## config.mk

```make
export PLATFORM = sky130hd
export DESIGN_NAME = scs_cmd_core
export DESIGN_NICKNAME = d
export VERILOG_FILES = /design/src/scs_pkg.sv /design/src/scs_inq_rom.sv /design/src/scs_cmd_core.sv
export SDC_FILE = /design/constraint.sdc
export NUM_CORES = 1
export LEC_CHECK = 0
export ABC_CLOCK_PERIOD_IN_PS = 2730
export BUFFER_PORTS_ARGS = -buffer_cell sky130_fd_sc_hd__clkbuf_2
export CAP_MARGIN = 20
export CORE_MARGIN = 2
export CORE_UTILIZATION = 40
export DETAILED_ROUTE_END_ITERATION = 8
export SYNTH_ARGS = -nofsm -noshare
export SYNTH_HDL_FRONTEND = slang
export SYNTH_HIERARCHICAL = 1
export SYNTH_SLANG_ARGS = --single-unit
```

## constraint.sdc

```tcl
create_clock -name clk_i -period 2.73 [get_ports clk_i]
set_input_delay 0.4095 -clock clk_i [delete_from_list [all_inputs] [get_ports clk_i]]
set_output_delay 0.4095 -clock clk_i [all_outputs]
set_load 0.03 [all_outputs]
```

## src/scs_pkg.sv

```systemverilog
`default_nettype none
package scs_pkg;

	// =========================================================
	// Command opcodes and descriptor block layout
	// =========================================================
	localparam logic [7:0] SCS_OP_INQUIRY = 8'h12;
	localparam logic [7:0] SCS_OP_MODE_SELECT = 8'h15;
	localparam logic [7:0] SCS_CDB_LAST = 8'h05;
	localparam int SCS_CDB_BYTES = 6;
	localparam int SCS_CDB_OPCODE = 0;
	localparam int SCS_CDB_FLAGS = 1;
	localparam int SCS_CDB_RSVD_A = 2;
	localparam int SCS_CDB_RSVD_B = 3;
	localparam int SCS_CDB_LENGTH = 4;
	localparam int SCS_CDB_RSVD_C = 5;
	localparam int SCS_PF_BIT = 4;

	// =========================================================
	// Inquiry byte positions and contents
	// =========================================================
	localparam logic [7:0] SCS_INQ_TOTAL = 8'h35;
	localparam logic [5:0] SCS_IDX_VERSION = 6'h02;
	localparam logic [5:0] SCS_IDX_ADDLEN = 6'h04;
	localparam logic [5:0] SCS_IDX_BUF_MSB = 6'h24;
	localparam logic [5:0] SCS_IDX_BUF_LSB = 6'h25;
	localparam logic [5:0] SCS_IDX_GRP0 = 6'h26;
	localparam logic [5:0] SCS_IDX_MAP_00 = 6'h27;
	localparam logic [5:0] SCS_IDX_MAP_08 = 6'h28;
	localparam logic [5:0] SCS_IDX_MAP_10 = 6'h29;
	localparam logic [5:0] SCS_IDX_MAP_18 = 6'h2a;
	localparam logic [5:0] SCS_IDX_GRP1 = 6'h2b;
	localparam logic [5:0] SCS_IDX_MAP_20 = 6'h2c;
	localparam logic [5:0] SCS_IDX_MAP_28 = 6'h2d;
	localparam logic [5:0] SCS_IDX_MAP_30 = 6'h2e;
	localparam logic [5:0] SCS_IDX_MAP_38 = 6'h2f;
	localparam logic [5:0] SCS_IDX_END = 6'h30;
	localparam logic [5:0] SCS_IDX_PROG_ROM = 6'h31;
	localparam logic [5:0] SCS_IDX_CORR_MSB = 6'h32;
	localparam logic [5:0] SCS_IDX_CORR_LSB = 6'h33;
	localparam logic [5:0] SCS_IDX_WORK_RAM = 6'h34;

	localparam logic [7:0] SCS_VAL_VERSION = 8'h02;
	localparam logic [7:0] SCS_VAL_ADDLEN = 8'h30;
	localparam logic [7:0] SCS_VAL_BUF_MSB = 8'h00;
	localparam logic [7:0] SCS_VAL_BUF_LSB = 8'h80;
	localparam logic [7:0] SCS_VAL_GRP0 = 8'h00;
	localparam logic [7:0] SCS_VAL_GRP1 = 8'h01;
	localparam logic [7:0] SCS_VAL_END = 8'hff;
	localparam logic [7:0] SCS_VAL_PROG_ROM = 8'h40;
	localparam logic [7:0] SCS_VAL_CORR_MSB = 8'h01;
	localparam logic [7:0] SCS_VAL_CORR_LSB = 8'h00;
	localparam logic [7:0] SCS_VAL_WORK_RAM = 8'h08;
	localparam logic [7:0] SCS_VAL_MAP_00 = 8'h90;
	localparam logic [7:0] SCS_VAL_MAP_10 = 8'h27;
	localparam logic [7:0] SCS_VAL_MAP_18 = 8'h34;
	localparam logic [7:0] SCS_VAL_MAP_20 = 8'h0c;
	localparam logic [7:0] SCS_VAL_MAP_28 = 8'ha0;
	localparam logic [7:0] SCS_VAL_MAP_30 = 8'h48;
	localparam logic [7:0] SCS_VAL_NONE = 8'h00;

	// =========================================================
	// Parameter page framing
	// =========================================================
	localparam logic [8:0] SCS_PG_HDR_BYTES = 9'h002;

	// =========================================================
	// Carriers and states
	// =========================================================
	typedef struct packed {
		logic valid;
		logic [7:0] data;
	} scs_byte_t;

	typedef struct packed {
		logic start;
		logic valid;
		logic [7:0] code;
		logic [7:0] len;
		logic [7:0] idx;
		logic [7:0] data;
	} scs_page_t;

	typedef enum logic [2:0] {
		SCS_ST_IDLE,
		SCS_ST_DISPATCH,
		SCS_ST_INQ_ADDR,
		SCS_ST_INQ_DATA,
		SCS_ST_MS_DATA,
		SCS_ST_DONE
	} scs_state_t;

endpackage
`default_nettype wire

```

## src/scs_inq_rom.sv

```systemverilog
`default_nettype none
module scs_inq_rom
	import scs_pkg::*;
(
	input wire logic clk_i,
	input wire logic [5:0] addr_i,
	output logic [7:0] data_o
);

	// Places one flag per opcode, lowest opcode of a span in bit 7.
	function automatic logic [7:0] op_flag(input logic [7:0] op);
		op_flag = 8'h80 >> op[2:0];
	endfunction

	logic [7:0] data_nxt;

	// =========================================================
	// Capability table
	// =========================================================
	always_comb
	begin
		case (addr_i)
			SCS_IDX_VERSION: data_nxt = SCS_VAL_VERSION;
			SCS_IDX_ADDLEN: data_nxt = SCS_VAL_ADDLEN;
			SCS_IDX_BUF_MSB: data_nxt = SCS_VAL_BUF_MSB;
			SCS_IDX_BUF_LSB: data_nxt = SCS_VAL_BUF_LSB;
			SCS_IDX_GRP0: data_nxt = SCS_VAL_GRP0;
			SCS_IDX_MAP_00: data_nxt = op_flag(8'h00) | op_flag(8'h03);
			SCS_IDX_MAP_08: data_nxt = SCS_VAL_NONE;
			SCS_IDX_MAP_10: data_nxt = op_flag(8'h12) | op_flag(8'h15)
				| op_flag(8'h16) | op_flag(8'h17);
			SCS_IDX_MAP_18: data_nxt = op_flag(8'h1a) | op_flag(8'h1b)
				| op_flag(8'h1d);
			SCS_IDX_GRP1: data_nxt = SCS_VAL_GRP1;
			SCS_IDX_MAP_20: data_nxt = op_flag(8'h24) | op_flag(8'h25);
			SCS_IDX_MAP_28: data_nxt = op_flag(8'h28) | op_flag(8'h2a);
			SCS_IDX_MAP_30: data_nxt = op_flag(8'h31) | op_flag(8'h34);
			SCS_IDX_MAP_38: data_nxt = SCS_VAL_NONE;
			SCS_IDX_END: data_nxt = SCS_VAL_END;
			SCS_IDX_PROG_ROM: data_nxt = SCS_VAL_PROG_ROM;
			SCS_IDX_CORR_MSB: data_nxt = SCS_VAL_CORR_MSB;
			SCS_IDX_CORR_LSB: data_nxt = SCS_VAL_CORR_LSB;
			SCS_IDX_WORK_RAM: data_nxt = SCS_VAL_WORK_RAM;
			default: data_nxt = SCS_VAL_NONE;
		endcase
	end

	always_ff @(posedge clk_i)
	begin
		data_o <= data_nxt;
	end

endmodule // scs_inq_rom
`default_nettype wire

```

## src/scs_cmd_core.sv

```systemverilog
// Notes on behaviour
// - Program memory size byte reads 0x40.
// - Working memory size byte reads 0x08.
// - Correction memory size bytes read 0x01, 0x00.
// - Buffer space bytes 36, 37 read 0x00, 0x80.
// - Group 0 field zero, bitmaps follow.
// - Bit 7 flags lowest opcode of span.
// - Span 0x00 bitmap reads 0x90.
// - Spans 0x08 and 0x38 read zero.
// - Span 0x10 bitmap reads 0x27.
// - Span 0x18 bitmap reads 0x34.
// - Group 1 field reads one.
// - Span 0x20 bitmap reads 0x0C.
// - Span 0x28 bitmap reads 0xA0.
// - Span 0x30 bitmap reads 0x48.
// - Bitmap block ends with 0xFF.
// - Opcode 0x15 accepts parameter block.
// - Six byte command, length in byte 4.
// - Zero length list completes without data.
// - Pages start with type and length bytes.
// - Version byte reads 0x02.
// - Additional length fixed at 0x30.
`default_nettype none
module scs_cmd_core
	import scs_pkg::*;
(
	input wire logic clk_i,
	input wire logic rst_i,
	input wire scs_byte_t cmd_i,
	output logic cmd_ready_o,
	output scs_byte_t dout_o,
	input wire logic dout_ready_i,
	input wire scs_byte_t din_i,
	output logic din_ready_o,
	output scs_page_t page_o,
	output logic [7:0] param_len_o,
	output logic page_format_o,
	output logic rsvd_err_o,
	output logic unsup_o,
	output logic busy_o,
	output logic done_o
);

	scs_state_t state_r, state_nxt;
	logic [7:0] cnt_r, cnt_nxt;
	logic [7:0] limit_r, limit_nxt;
	logic [7:0] plen_r, plen_nxt;
	logic [8:0] pos_r, pos_nxt;
	logic pf_r, pf_nxt;
	logic rsvd_r, rsvd_nxt;
	logic unsup_r, unsup_nxt;
	scs_page_t page_r, page_nxt;
	logic [7:0] cdb_r [SCS_CDB_BYTES];
	logic [7:0] rom_q;
	logic cnt_last;

	// =========================================================
	// Command descriptor capture
	// =========================================================
	genvar g;
	generate
		for (g = 0; g < SCS_CDB_BYTES; g++)
		begin : g_cdb
			logic [7:0] cdb_nxt;
			always_comb
			begin
				cdb_nxt = cdb_r[g];
				if (state_r == SCS_ST_IDLE && cmd_i.valid
					&& cnt_r == 8'(g))
				begin
					cdb_nxt = cmd_i.data;
				end
			end
			always_ff @(posedge clk_i)
			begin
				if (rst_i)
					cdb_r[g] <= 8'h00;
				else
					cdb_r[g] <= cdb_nxt;
			end
		end
	endgenerate

	scs_inq_rom u_rom (
		.clk_i(clk_i),
		.addr_i(cnt_r[5:0]),
		.data_o(rom_q)
	);

	assign cnt_last = (8'(cnt_r + 8'h01) == limit_r);

	// =========================================================
	// Command sequencer
	// =========================================================
	always_comb
	begin
		state_nxt = state_r;
		cnt_nxt = cnt_r;
		limit_nxt = limit_r;
		plen_nxt = plen_r;
		pos_nxt = pos_r;
		pf_nxt = pf_r;
		rsvd_nxt = rsvd_r;
		unsup_nxt = unsup_r;
		page_nxt = page_r;
		page_nxt.start = 1'b0;
		page_nxt.valid = 1'b0;
		case (state_r)
			SCS_ST_IDLE:
			begin
				if (cmd_i.valid)
				begin
					if (cnt_r == SCS_CDB_LAST)
					begin
						cnt_nxt = 8'h00;
						state_nxt = SCS_ST_DISPATCH;
					end
					else
						cnt_nxt = 8'(cnt_r + 8'h01);
				end
			end
			SCS_ST_DISPATCH:
			begin
				unsup_nxt = 1'b0;
				if (cdb_r[SCS_CDB_OPCODE] == SCS_OP_INQUIRY)
				begin
					// Capability data is never padded past its end.
					if (cdb_r[SCS_CDB_LENGTH] < SCS_INQ_TOTAL)
						limit_nxt = cdb_r[SCS_CDB_LENGTH];
					else
						limit_nxt = SCS_INQ_TOTAL;
					if (cdb_r[SCS_CDB_LENGTH] == 8'h00)
						state_nxt = SCS_ST_DONE;
					else
						state_nxt = SCS_ST_INQ_ADDR;
				end
				else if (cdb_r[SCS_CDB_OPCODE] == SCS_OP_MODE_SELECT)
				begin
					plen_nxt = cdb_r[SCS_CDB_LENGTH];
					pf_nxt = cdb_r[SCS_CDB_FLAGS][SCS_PF_BIT];
					rsvd_nxt = |{cdb_r[SCS_CDB_RSVD_A],
						cdb_r[SCS_CDB_RSVD_B],
						cdb_r[SCS_CDB_RSVD_C]};
					pos_nxt = 9'h000;
					if (cdb_r[SCS_CDB_LENGTH] == 8'h00)
						state_nxt = SCS_ST_DONE;
					else
						state_nxt = SCS_ST_MS_DATA;
				end
				else
				begin
					unsup_nxt = 1'b1;
					state_nxt = SCS_ST_DONE;
				end
			end
			SCS_ST_INQ_ADDR:
				state_nxt = SCS_ST_INQ_DATA;
			SCS_ST_INQ_DATA:
			begin
				if (dout_ready_i)
				begin
					cnt_nxt = 8'(cnt_r + 8'h01);
					if (cnt_last)
						state_nxt = SCS_ST_DONE;
					else
						state_nxt = SCS_ST_INQ_ADDR;
				end
			end
			SCS_ST_MS_DATA:
			begin
				if (din_i.valid)
				begin
					cnt_nxt = 8'(cnt_r + 8'h01);
					if (8'(cnt_r + 8'h01) == plen_r)
						state_nxt = SCS_ST_DONE;
					if (pos_r == 9'h000)
					begin
						page_nxt.code = din_i.data;
						pos_nxt = 9'h001;
					end
					else if (pos_r == 9'h001)
					begin
						page_nxt.len = din_i.data;
						page_nxt.start = 1'b1;
						if (din_i.data == 8'h00)
							pos_nxt = 9'h000;
						else
							pos_nxt = SCS_PG_HDR_BYTES;
					end
					else
					begin
						page_nxt.valid = 1'b1;
						page_nxt.data = din_i.data;
						page_nxt.idx = 8'(pos_r - SCS_PG_HDR_BYTES);
						if (8'(pos_r - 9'h001) == page_r.len)
							pos_nxt = 9'h000;
						else
							pos_nxt = 9'(pos_r + 9'h001);
					end
				end
			end
			SCS_ST_DONE:
			begin
				cnt_nxt = 8'h00;
				state_nxt = SCS_ST_IDLE;
			end
			default:
				state_nxt = SCS_ST_IDLE;
		endcase
	end

	always_ff @(posedge clk_i)
	begin
		if (rst_i)
		begin
			state_r <= SCS_ST_IDLE;
			cnt_r <= 8'h00;
			limit_r <= 8'h00;
			plen_r <= 8'h00;
			pos_r <= 9'h000;
			pf_r <= 1'b0;
			rsvd_r <= 1'b0;
			unsup_r <= 1'b0;
			page_r <= '0;
		end
		else
		begin
			state_r <= state_nxt;
			cnt_r <= cnt_nxt;
			limit_r <= limit_nxt;
			plen_r <= plen_nxt;
			pos_r <= pos_nxt;
			pf_r <= pf_nxt;
			rsvd_r <= rsvd_nxt;
			unsup_r <= unsup_nxt;
			page_r <= page_nxt;
		end
	end

	// =========================================================
	// Outputs
	// =========================================================
	assign cmd_ready_o = (state_r == SCS_ST_IDLE);
	assign din_ready_o = (state_r == SCS_ST_MS_DATA);
	assign dout_o = '{valid: (state_r == SCS_ST_INQ_DATA), data: rom_q};
	assign page_o = page_r;
	assign param_len_o = plen_r;
	assign page_format_o = pf_r;
	assign rsvd_err_o = rsvd_r;
	assign unsup_o = unsup_r;
	assign busy_o = (state_r != SCS_ST_IDLE);
	assign done_o = (state_r == SCS_ST_DONE);
endmodule // scs_cmd_core
`default_nettype wire

```

# == After elaboration in Yosys (flattened, before gate mapping) ==
# Memory sizes are Yosys's and may differ from the RTL's. A register that Yosys moved wholly into a read port is not among the register bits.
# Cells that the tools add are included.
# classes
addsub,4
mul,0
div,0
order_cmp,1
n_eq_ne,23
shift,0
mux,44
bitwise_logic,11
n_reduce_logical,25
# op_table
op,count
8-bit 2-to-1 mux,17
9-bit 2-to-1 mux,6
8-bit one-hot mux with 4 select lines,1
3-bit 2-to-1 mux,9
8-bit equality test,3
8-bit logical NOT,3
24-bit OR reduction,1
9-bit one-hot mux with 2 select lines,1
"8-bit by 2-bit equality test with 1-bit output, second input constant",2
"8-bit by 3-bit equality test with 1-bit output, second input constant",2
"8-bit by 5-bit equality test with 1-bit output, second input constant",2
4-bit AND reduction,4
3-bit one-hot mux with 5 select lines,1
"9-bit by 1-bit adder with 9-bit output, second input constant",1
"9-bit by 1-bit equality test with 1-bit output, second input constant",1
9-bit logical NOT,1
"8-bit by 1-bit adder with 8-bit output, second input constant",1
"8-bit by 1-bit equality test with 1-bit output, second input constant",1
"8-bit by 6-bit less-than comparator with 1-bit output, second input constant",1
1-bit 2-to-1 mux,8
"2-bit != test, second input constant",4
"8-bit by 1-bit subtractor with 8-bit output, second input constant",1
"8-bit by 2-bit subtractor with 8-bit output, second input constant",1
1-bit logical AND,7
other kinds (15),29
# totals
register_bits,73
latchBits,0
ram_bits,48
mem_bits_ro,512
input_bits,21
out_inout_bits,58
mem_count,2
# memory_table
name,depth,width,read_ports,rd_clocked_by_memory_dff,write_ports,line,source
(no name shown),64,8,1,1,0,scs_inq_rom.sv:22,case (addr_i)
cdb_r,6,8,6,0,6,scs_cmd_core.sv:53,logic [7:0] cdb_r [SCS_CDB_BYTES];

# == Depth between registers and ports, before layout ==
# Gate-level depths: netlist of the first run.
# logic_depth
ltp_word,7
mapped_depth,9

# == Hierarchy ==
# The synthesis of the first run kept the hierarchy.
# by_module_without_submodules
module,instances,cells_per_inst,area_per_inst_um2,seq_area_each_um2
scs_cmd_core,1,651,5554.1,2282.2
scs_inq_rom,1,46,445.4,160.2

# == Least setup slack after synthesis of the first run ==
# Ideal clock, no wire load.
# synth_timing
kind,reg-to-reg
startpoint,reg pos_r[2]
endpoint,reg pos_r[3]
setup_time_ns,0.137
arrival_time_ns,2.183
path_slack_ns,0.410
stages_incl_launch_ff,10
path_buffers,1
path_cell_list,dfxtp_1 buf_2 inv_1 ha_1 nor4b_2 mux2_1 a31oi_1 o2111ai_2 a31oi_1 nor3_1
# synth_between
elab_chain_cells,7
elab_cells_between_ends,10
classes_between,add/sub (2); eq/ne (2); mux (5); reduce/logical (1)
# synth_rtl
element,line,source
from (decl),scs_cmd_core.sv:48,"logic [8:0] pos_r, pos_nxt;"
from (signal assigned),scs_cmd_core.sv:232,pos_r <= pos_nxt;
8-bit by 1-bit subtractor with 8-bit output,scs_cmd_core.sv:195,if (8'(pos_r - 9'h001) == page_r.len)
8-bit equality test,scs_cmd_core.sv:195,
9-bit 2-to-1 mux,scs_cmd_core.sv:195,
9-bit 2-to-1 mux,scs_cmd_core.sv:181,else if (pos_r == 9'h001)
9-bit 2-to-1 mux *,scs_cmd_core.sv:176,if (pos_r == 9'h000)
9-bit 2-to-1 mux *,scs_cmd_core.sv:171,if (din_i.valid)
9-bit one-hot mux with 2 select lines *,scs_cmd_core.sv:108,case (state_r)
# Every way passes the cells marked *; elsewhere a longest branch is shown, timed or not. The select of a mux whose other input is x is not followed.
# A chain may end at the register's enable or synchronous reset.

# == Final worst setup path of the first run ==
# layout_timing
startpoint,reg pos_r[2]
endpoint,reg pos_r[6]
# Same word-level chain as after synthesis.

==> results of run 1 <==
## cell families (layout without fill, tap and decap cells)
logic type	count (synthesis)	after routing	share of synthesized area [%]
adder cells (fa/ha/maj)	13	13	2.71
buffers and inverters	62	141	4.73
AO/OA/AOI/OAI	128	128	13.9
AND/OR/NAND/NOR	294	294	25.1
multiplexers	47	47	7.86
flip-flops	122	122	40.7
XOR/XNOR	31	31	4.98
## per-stage QoR
stage	cell area, um^2	worst slack, ps	std cells	power (mW)
2_1_floorplan	6000	410	697	2.18
3_3_place_gp	6520	383	928	2.31
3_5_place_dp	6520	259	928	2.33
4_1_cts	7120	249	960	4.62
5_1_grt	7120	49.2	960	4.75
6_report	7120	246	960	4.56
## where the power goes
group | internal (mW) | switching (mW) | leakage (nW)
logic | 0.155 | 0.269 | 1.68
clock network | 1.46 | 0.819 | 0.283
registers | 1.82 | 0.0388 | 0.985
total | 3.43 | 1.13 | 2.95
## final timing paths
check | startpoint | to | slack [ps] | cells past startpoint
max | pos_r[2] | pos_r[6] | 250 | 9
min | din_i[4] | page_o[4] | 260 | 3
max reg2reg | pos_r[2] | pos_r[6] | 250 | 9
min reg2reg | cdb_r[0][5] | cdb_r[0][5] | 450 | 2
## worst max-delay path: stages (launching register included)
cell,delay (ps)
dfxtp_1,400
inv_1,110
ha_1,250
nor4b_2,380
mux2_1,370
a31oi_1,170
o2111ai_2,210
a31oi_1,220
buf_4,170
a211oi_1,50
## cell type report
class	count	area (um^2)	share of cell area, %
multi-input combinational	513	3280	46.0
sequential	122	2440	34.3
timing repair buffer	95	520	7.31
clock buffer	21	450	6.33
tap	184	230	3.23
clock inverter	11	145	2.04
inverter	14	52.6	0.738
## per-layer routing
| layer | GRT usage (%) | vias to the layer above | share of wire [%] |
|---|---|---|---|
| met3 | 4.43 | 19 | 3.6 |
| li1 | - | 2609 | - |
| met5 | 0 | - | 0 |
| met4 | 6.72 | 0 | 1.4 |
| met2 | 31.2 | 94 | 47 |
| met1 | 25.8 | 2445 | 48 |
## state kept, by name, indices dropped and copies added, names as in the netlist
name           cells
state_r            3
page_format_o      1
param_len_o        8
cdb_r             41
u_rom/data_o       8
page_o            34
cnt_r              8
unsup_o            1
rsvd_err_o         1
limit_r            8
pos_r              9
## cell usage in the layout (no fill, tap or decap), types with 3 or more instances in the layout
master	netlist	layout
a211oi_1	13	13
a21oi_1	55	55
a31oi_1	12	12
and2_1	3	3
and3_1	6	6
and4_1	3	3
buf_4	5	18
bufinv_16	0	3
clkbuf_1	22	3
clkbuf_16	0	17
clkbuf_2	0	77
clkinv_2	0	3
clkinvlp_4	0	3
dfxtp_1	122	122
ha_1	13	13
inv_1	14	14
mux2i_1	46	46
nand2_1	71	71
nand2b_1	13	13
nand3_1	36	36
nand3b_1	8	8
nand4_1	11	11
nor2_1	81	81
nor2b_1	6	6
nor3_1	13	12
nor3_2	3	4
nor3b_1	6	6
nor4_1	9	9
nor4b_1	3	3
o2111ai_1	3	3
o211ai_1	3	3
o21a_1	3	3
o21ai_0	11	11
or3_1	6	6
xnor2_1	16	16
xor2_1	13	13
==> metrics, run 1 <==
# clock sinks 122; Core ar. 14600 um^2; Max-slew headroom 55.8%; Syn Inst Count 697; routability cong. 0.907; Final Hold Viols 0; Synth async-reset ratio 0%; FILL cells 1392; vias 5167; Tcrit/Tclk final 91.0%; Final setup viols 0; Root Buffer clkbuf_16; status finished clean; Resized Gates After CTS 0; drt initial violations 226; Setup TNS 0 ps; Worst EP arrival 2760 ps; syn_area_per_cell 8.61 um^2; crit path max fanout 9; count leader, synth dfxtp_1; mapped cell area 6000 um^2; Post-DRT Antenna Nets 0; drt wl/cell 15.8 um; Peak VDD IR 0.452 mV; Core Util, Final 48.8%; # IOs 79; EDFF count, synth 0; TritonCTS Buffers 17; synth warn 6; hold_ws 261 ps; top cell type by total area after synthesis dfxtp_1; RSZ-0062 raised after global routing false; critical path required time 3000 ps; gr usage total 19.4%; Startpoint Class register; largest net degree at the start of global routing 63; Synth area leaders dfxtp_1, mux2i_1, nor2_1, a21oi_1, nand2_1; most instantiated cells after synthesis dfxtp_1, nor2_1, nand2_1; Hold-fix buffers, CTS 0; Worst Setup Path Type register to register; std cell rows 44; max-cap viol count 0; Layout Area Growth over Synthesis 18.7%; worst min path class primary input to register; grt total ovfl 0; first-pass GRT wire length 25100 um; Synth top area share 40.7%; Yosys reg bits 122; Tightest Pin Transition 661 ps; Top FF cell, synth dfxtp_1; endpoint class of the critical path register; Pwr Density 641 nW/um^2; die area 16000 um^2; share of layout cells above drive strength 1 18.3%; Worst-path clk slew 50 ps; Starting Density 41.1%; Die W 126 um; Antenna Cells 0; first-pass iteration count of the detailed router 4; initial antenna violation count 0; Die H 126 um; WL final 15200 um; register area share after synthesis 40.7%; Vias/cell 5.38; vias in the first global route 4918; worst skew pair latency 420 ps; IO Port Bufs 78; Post-route DRC 0; Max Slew Vio Count 0; post-DP HPWL 10800 um; post-route minimum period 2480 ps; syn_nets 731; CTS H-tree depth 4; CTS tree yes; Clock Tree Buf Depth 2; Leak 2.95 nW; setup bufs post-CTS 0; Layout Skew 11.9 ps; Final #Nets 797; Synth cell types 68; Fmax 403 MHz
Power figures use the tool's default switching activity.
==> run 2: changes to the inputs <==
--- a/config.mk
+++ b/config.mk
@@ -7,11 +7,9 @@
 export LEC_CHECK = 0
 export ABC_CLOCK_PERIOD_IN_PS = 2730
 export BUFFER_PORTS_ARGS = -buffer_cell sky130_fd_sc_hd__clkbuf_2
-export CAP_MARGIN = 20
 export CORE_MARGIN = 2
 export CORE_UTILIZATION = 40
 export DETAILED_ROUTE_END_ITERATION = 8
 export SYNTH_ARGS = -nofsm -noshare
 export SYNTH_HDL_FRONTEND = slang
-export SYNTH_HIERARCHICAL = 1
 export SYNTH_SLANG_ARGS = --single-unit
==> metrics, run 2 <==
most frequent cells in the layout dfxtp_1, nor2_1, clkbuf_2; Starting Density 41.2%; Yosys reg bits 122; Antenna Cells 0; mapped cell area 5740 um^2; commonest non-fill, non-tap cell in the layout dfxtp_1; hold depth 3; drt wl/cell 16.1 um; Core ar. 13900 um^2; first-pass iteration count of the detailed router 5; count leader, synth dfxtp_1; Die W 124 um; RSZ-0062 raised after global routing false; endpoint class of the critical path register; Worst-path clk slew 50 ps; routability cong. 0.907; most instantiated cells after synthesis dfxtp_1, nor2_1, nand2_1; WL final 14800 um; CTS tree yes; Synth area leaders dfxtp_1, mux2i_1, nor2_1, nand3_1, a21oi_1; Post-Place Cell Area 6310 um^2; Final #Nets 764; fin cells 920; Setup WS pre-CTS 228 ps; total power 4.28 mW; Hold Crit Start din_i[1]; first-pass GRT wire length 23700 um; gr usage total 20.0%; Max Slew Vio Count 0; Synth cell types 63; Post-DRT Antenna Nets 0; Max-slew headroom 29.5%; final setup margin 154 ps; WHS Endpoint page_o[1]; CTS H-tree depth 4; Synth async-reset ratio 0%; post-DP HPWL 10700 um; Core Util, Final 49.5%; Hold-fix buffers, CTS 0; hold_ws 297 ps; synth warn 0; Final Hold Viols 0; initial antenna violation count 0; Layout Area Growth over Synthesis 20.2%; Tcrit/Tclk final 94.4%; vias in the first global route 4645; Root Buffer clkbuf_16; slowest stage delay, CP 430 ps; dpl cells 891; Peak VDD IR 0.418 mV; IO Port Bufs 78; Biggest register cdb_r; Vias/cell 5.45; syn_nets 691; # IOs 79; # clock sinks 122; worst min path class primary input to register; EDFF count, synth 0; share of layout cells above drive strength 1 18.1%; crit path max fanout 8; largest net degree at the start of global routing 101; Final setup viols 0; post-route minimum period 2580 ps; status finished clean; grt total ovfl 0; Layout Skew 7.16 ps; Worst EP arrival 2860 ps; Resized Gates After CTS 0; max-cap viol count 0; Worst Setup Path Type register to register; worst r2r src pos_r[2]; drt initial violations 463; CP max stage cell or3b_1; die area 15300 um^2; Synth top area share 42.6%; Pwr Density 621 nW/um^2; max FFs per register 41; syn_area_per_cell 8.73 um^2; crit-path cells inv_1 > ha_1 > or3b_1 > or3_1 > a2bb2oi_1 > a31oi_4 > o21ai_2 > o22ai_1; std cell rows 43; vias 5010; Reg2Reg Depth 8; reg-to-reg critical path endpoint pos_r[4]; Leak 2.84 nW; Setup TNS 0 ps; setup bufs post-CTS 0; Syn Inst Count 657; critical path required time 3010 ps; Startpoint Class register; Top FF cell, synth dfxtp_1; worst skew pair latency 410 ps; register area share after synthesis 42.6%; Clock Tree Buf Depth 2; Tightest Pin Transition 1060 ps; R2R Setup Slk 150 ps; top cell type by total area after synthesis dfxtp_1; Fmax 388 MHz; FILL cells 1322; TritonCTS Buffers 17; Die H 124 um; cell area after layout 6890 um^2; Post-route DRC 0
==> run 2: cell count changes after synthesis, sizes merged, moves of 6 or more <==
cell,previous run,this run
a211oi,14,7
a22oi,2,9
nand2b,13,5
mux2i,46,52
nor2,82,89
o22ai,0,9
nand3b,8,2
nand2,71,56
a31oi,12,5
nor3b,8,2
xnor2,16,24
buf,26,15
a21oi,55,43
nand3,37,45
==> run 2: how the worst max path moves through the flow <==
stage,start,endpoint,slack [ps]
6_report,pos_r[2],pos_r[4],150
5_1_grt,pos_r[2],pos_r[4],40
4_1_cts,pos_r[2],pos_r[4],190
3_5_place_dp,pos_r[1],pos_r[4],230
3_3_place_gp,pos_r[1],pos_r[2],320
2_1_floorplan,state_r[2],pos_r[7],400
==> run 2: per-layer routing <==
metal,vias to the layer above,part of all wire (%),wire length [um],global-route usage [%]
met1,2364,48,7170,28.4
met5,-,0,0,0
met4,0,1.2,178,6.89
li1,2470,-,-,-
met3,12,6.4,955,5.31
met2,164,44,6510,29.3
==> run 2: area by class of cell <==
| class | count | area, um^2 | share of cell area (%) |
|---|---|---|---|
| multi-input cells | 476 | 3040 | 44.2 |
| repair buffers | 95 | 531 | 7.70 |
| clock buffers | 21 | 460 | 6.68 |
| inverters | 18 | 67.6 | 0.980 |
| well taps | 180 | 225 | 3.27 |
| flip-flops and latches | 122 | 2440 | 35.4 |
| clock inverters | 8 | 121 | 1.76 |
==> run 2: cell families (layout without fill, tap and decap cells) <==
group / after synthesis / count (layout) / share of synthesized area [%]
AND/OR/NAND/NOR: 263 / 263 / 22.3
flip-flops: 122 / 122 / 42.6
AO/OA/AOI/OAI: 114 / 114 / 13.1
buffers and inverters: 59 / 142 / 4.45
multiplexers: 52 / 52 / 9.08
XOR/XNOR: 34 / 34 / 5.67
adder cells (fa/ha/maj): 13 / 13 / 2.84
==> run 2: critical path: cells and delay by family (launching register included) <==
family / cells / cell delay [ps]
buf+inv: 1 / 170
fa+ha+maj: 1 / 240
compound gates: 4 / 820
simple gates: 2 / 840
flops: 1 / 380
==> run 2: power by group <==
part | switching [mW] | internal (mW) | leakage, nW
Sequential | 0.0167 | 1.80 | 0.984
Combinational | 0.154 | 0.0762 | 1.57
Clock | 0.770 | 1.46 | 0.285
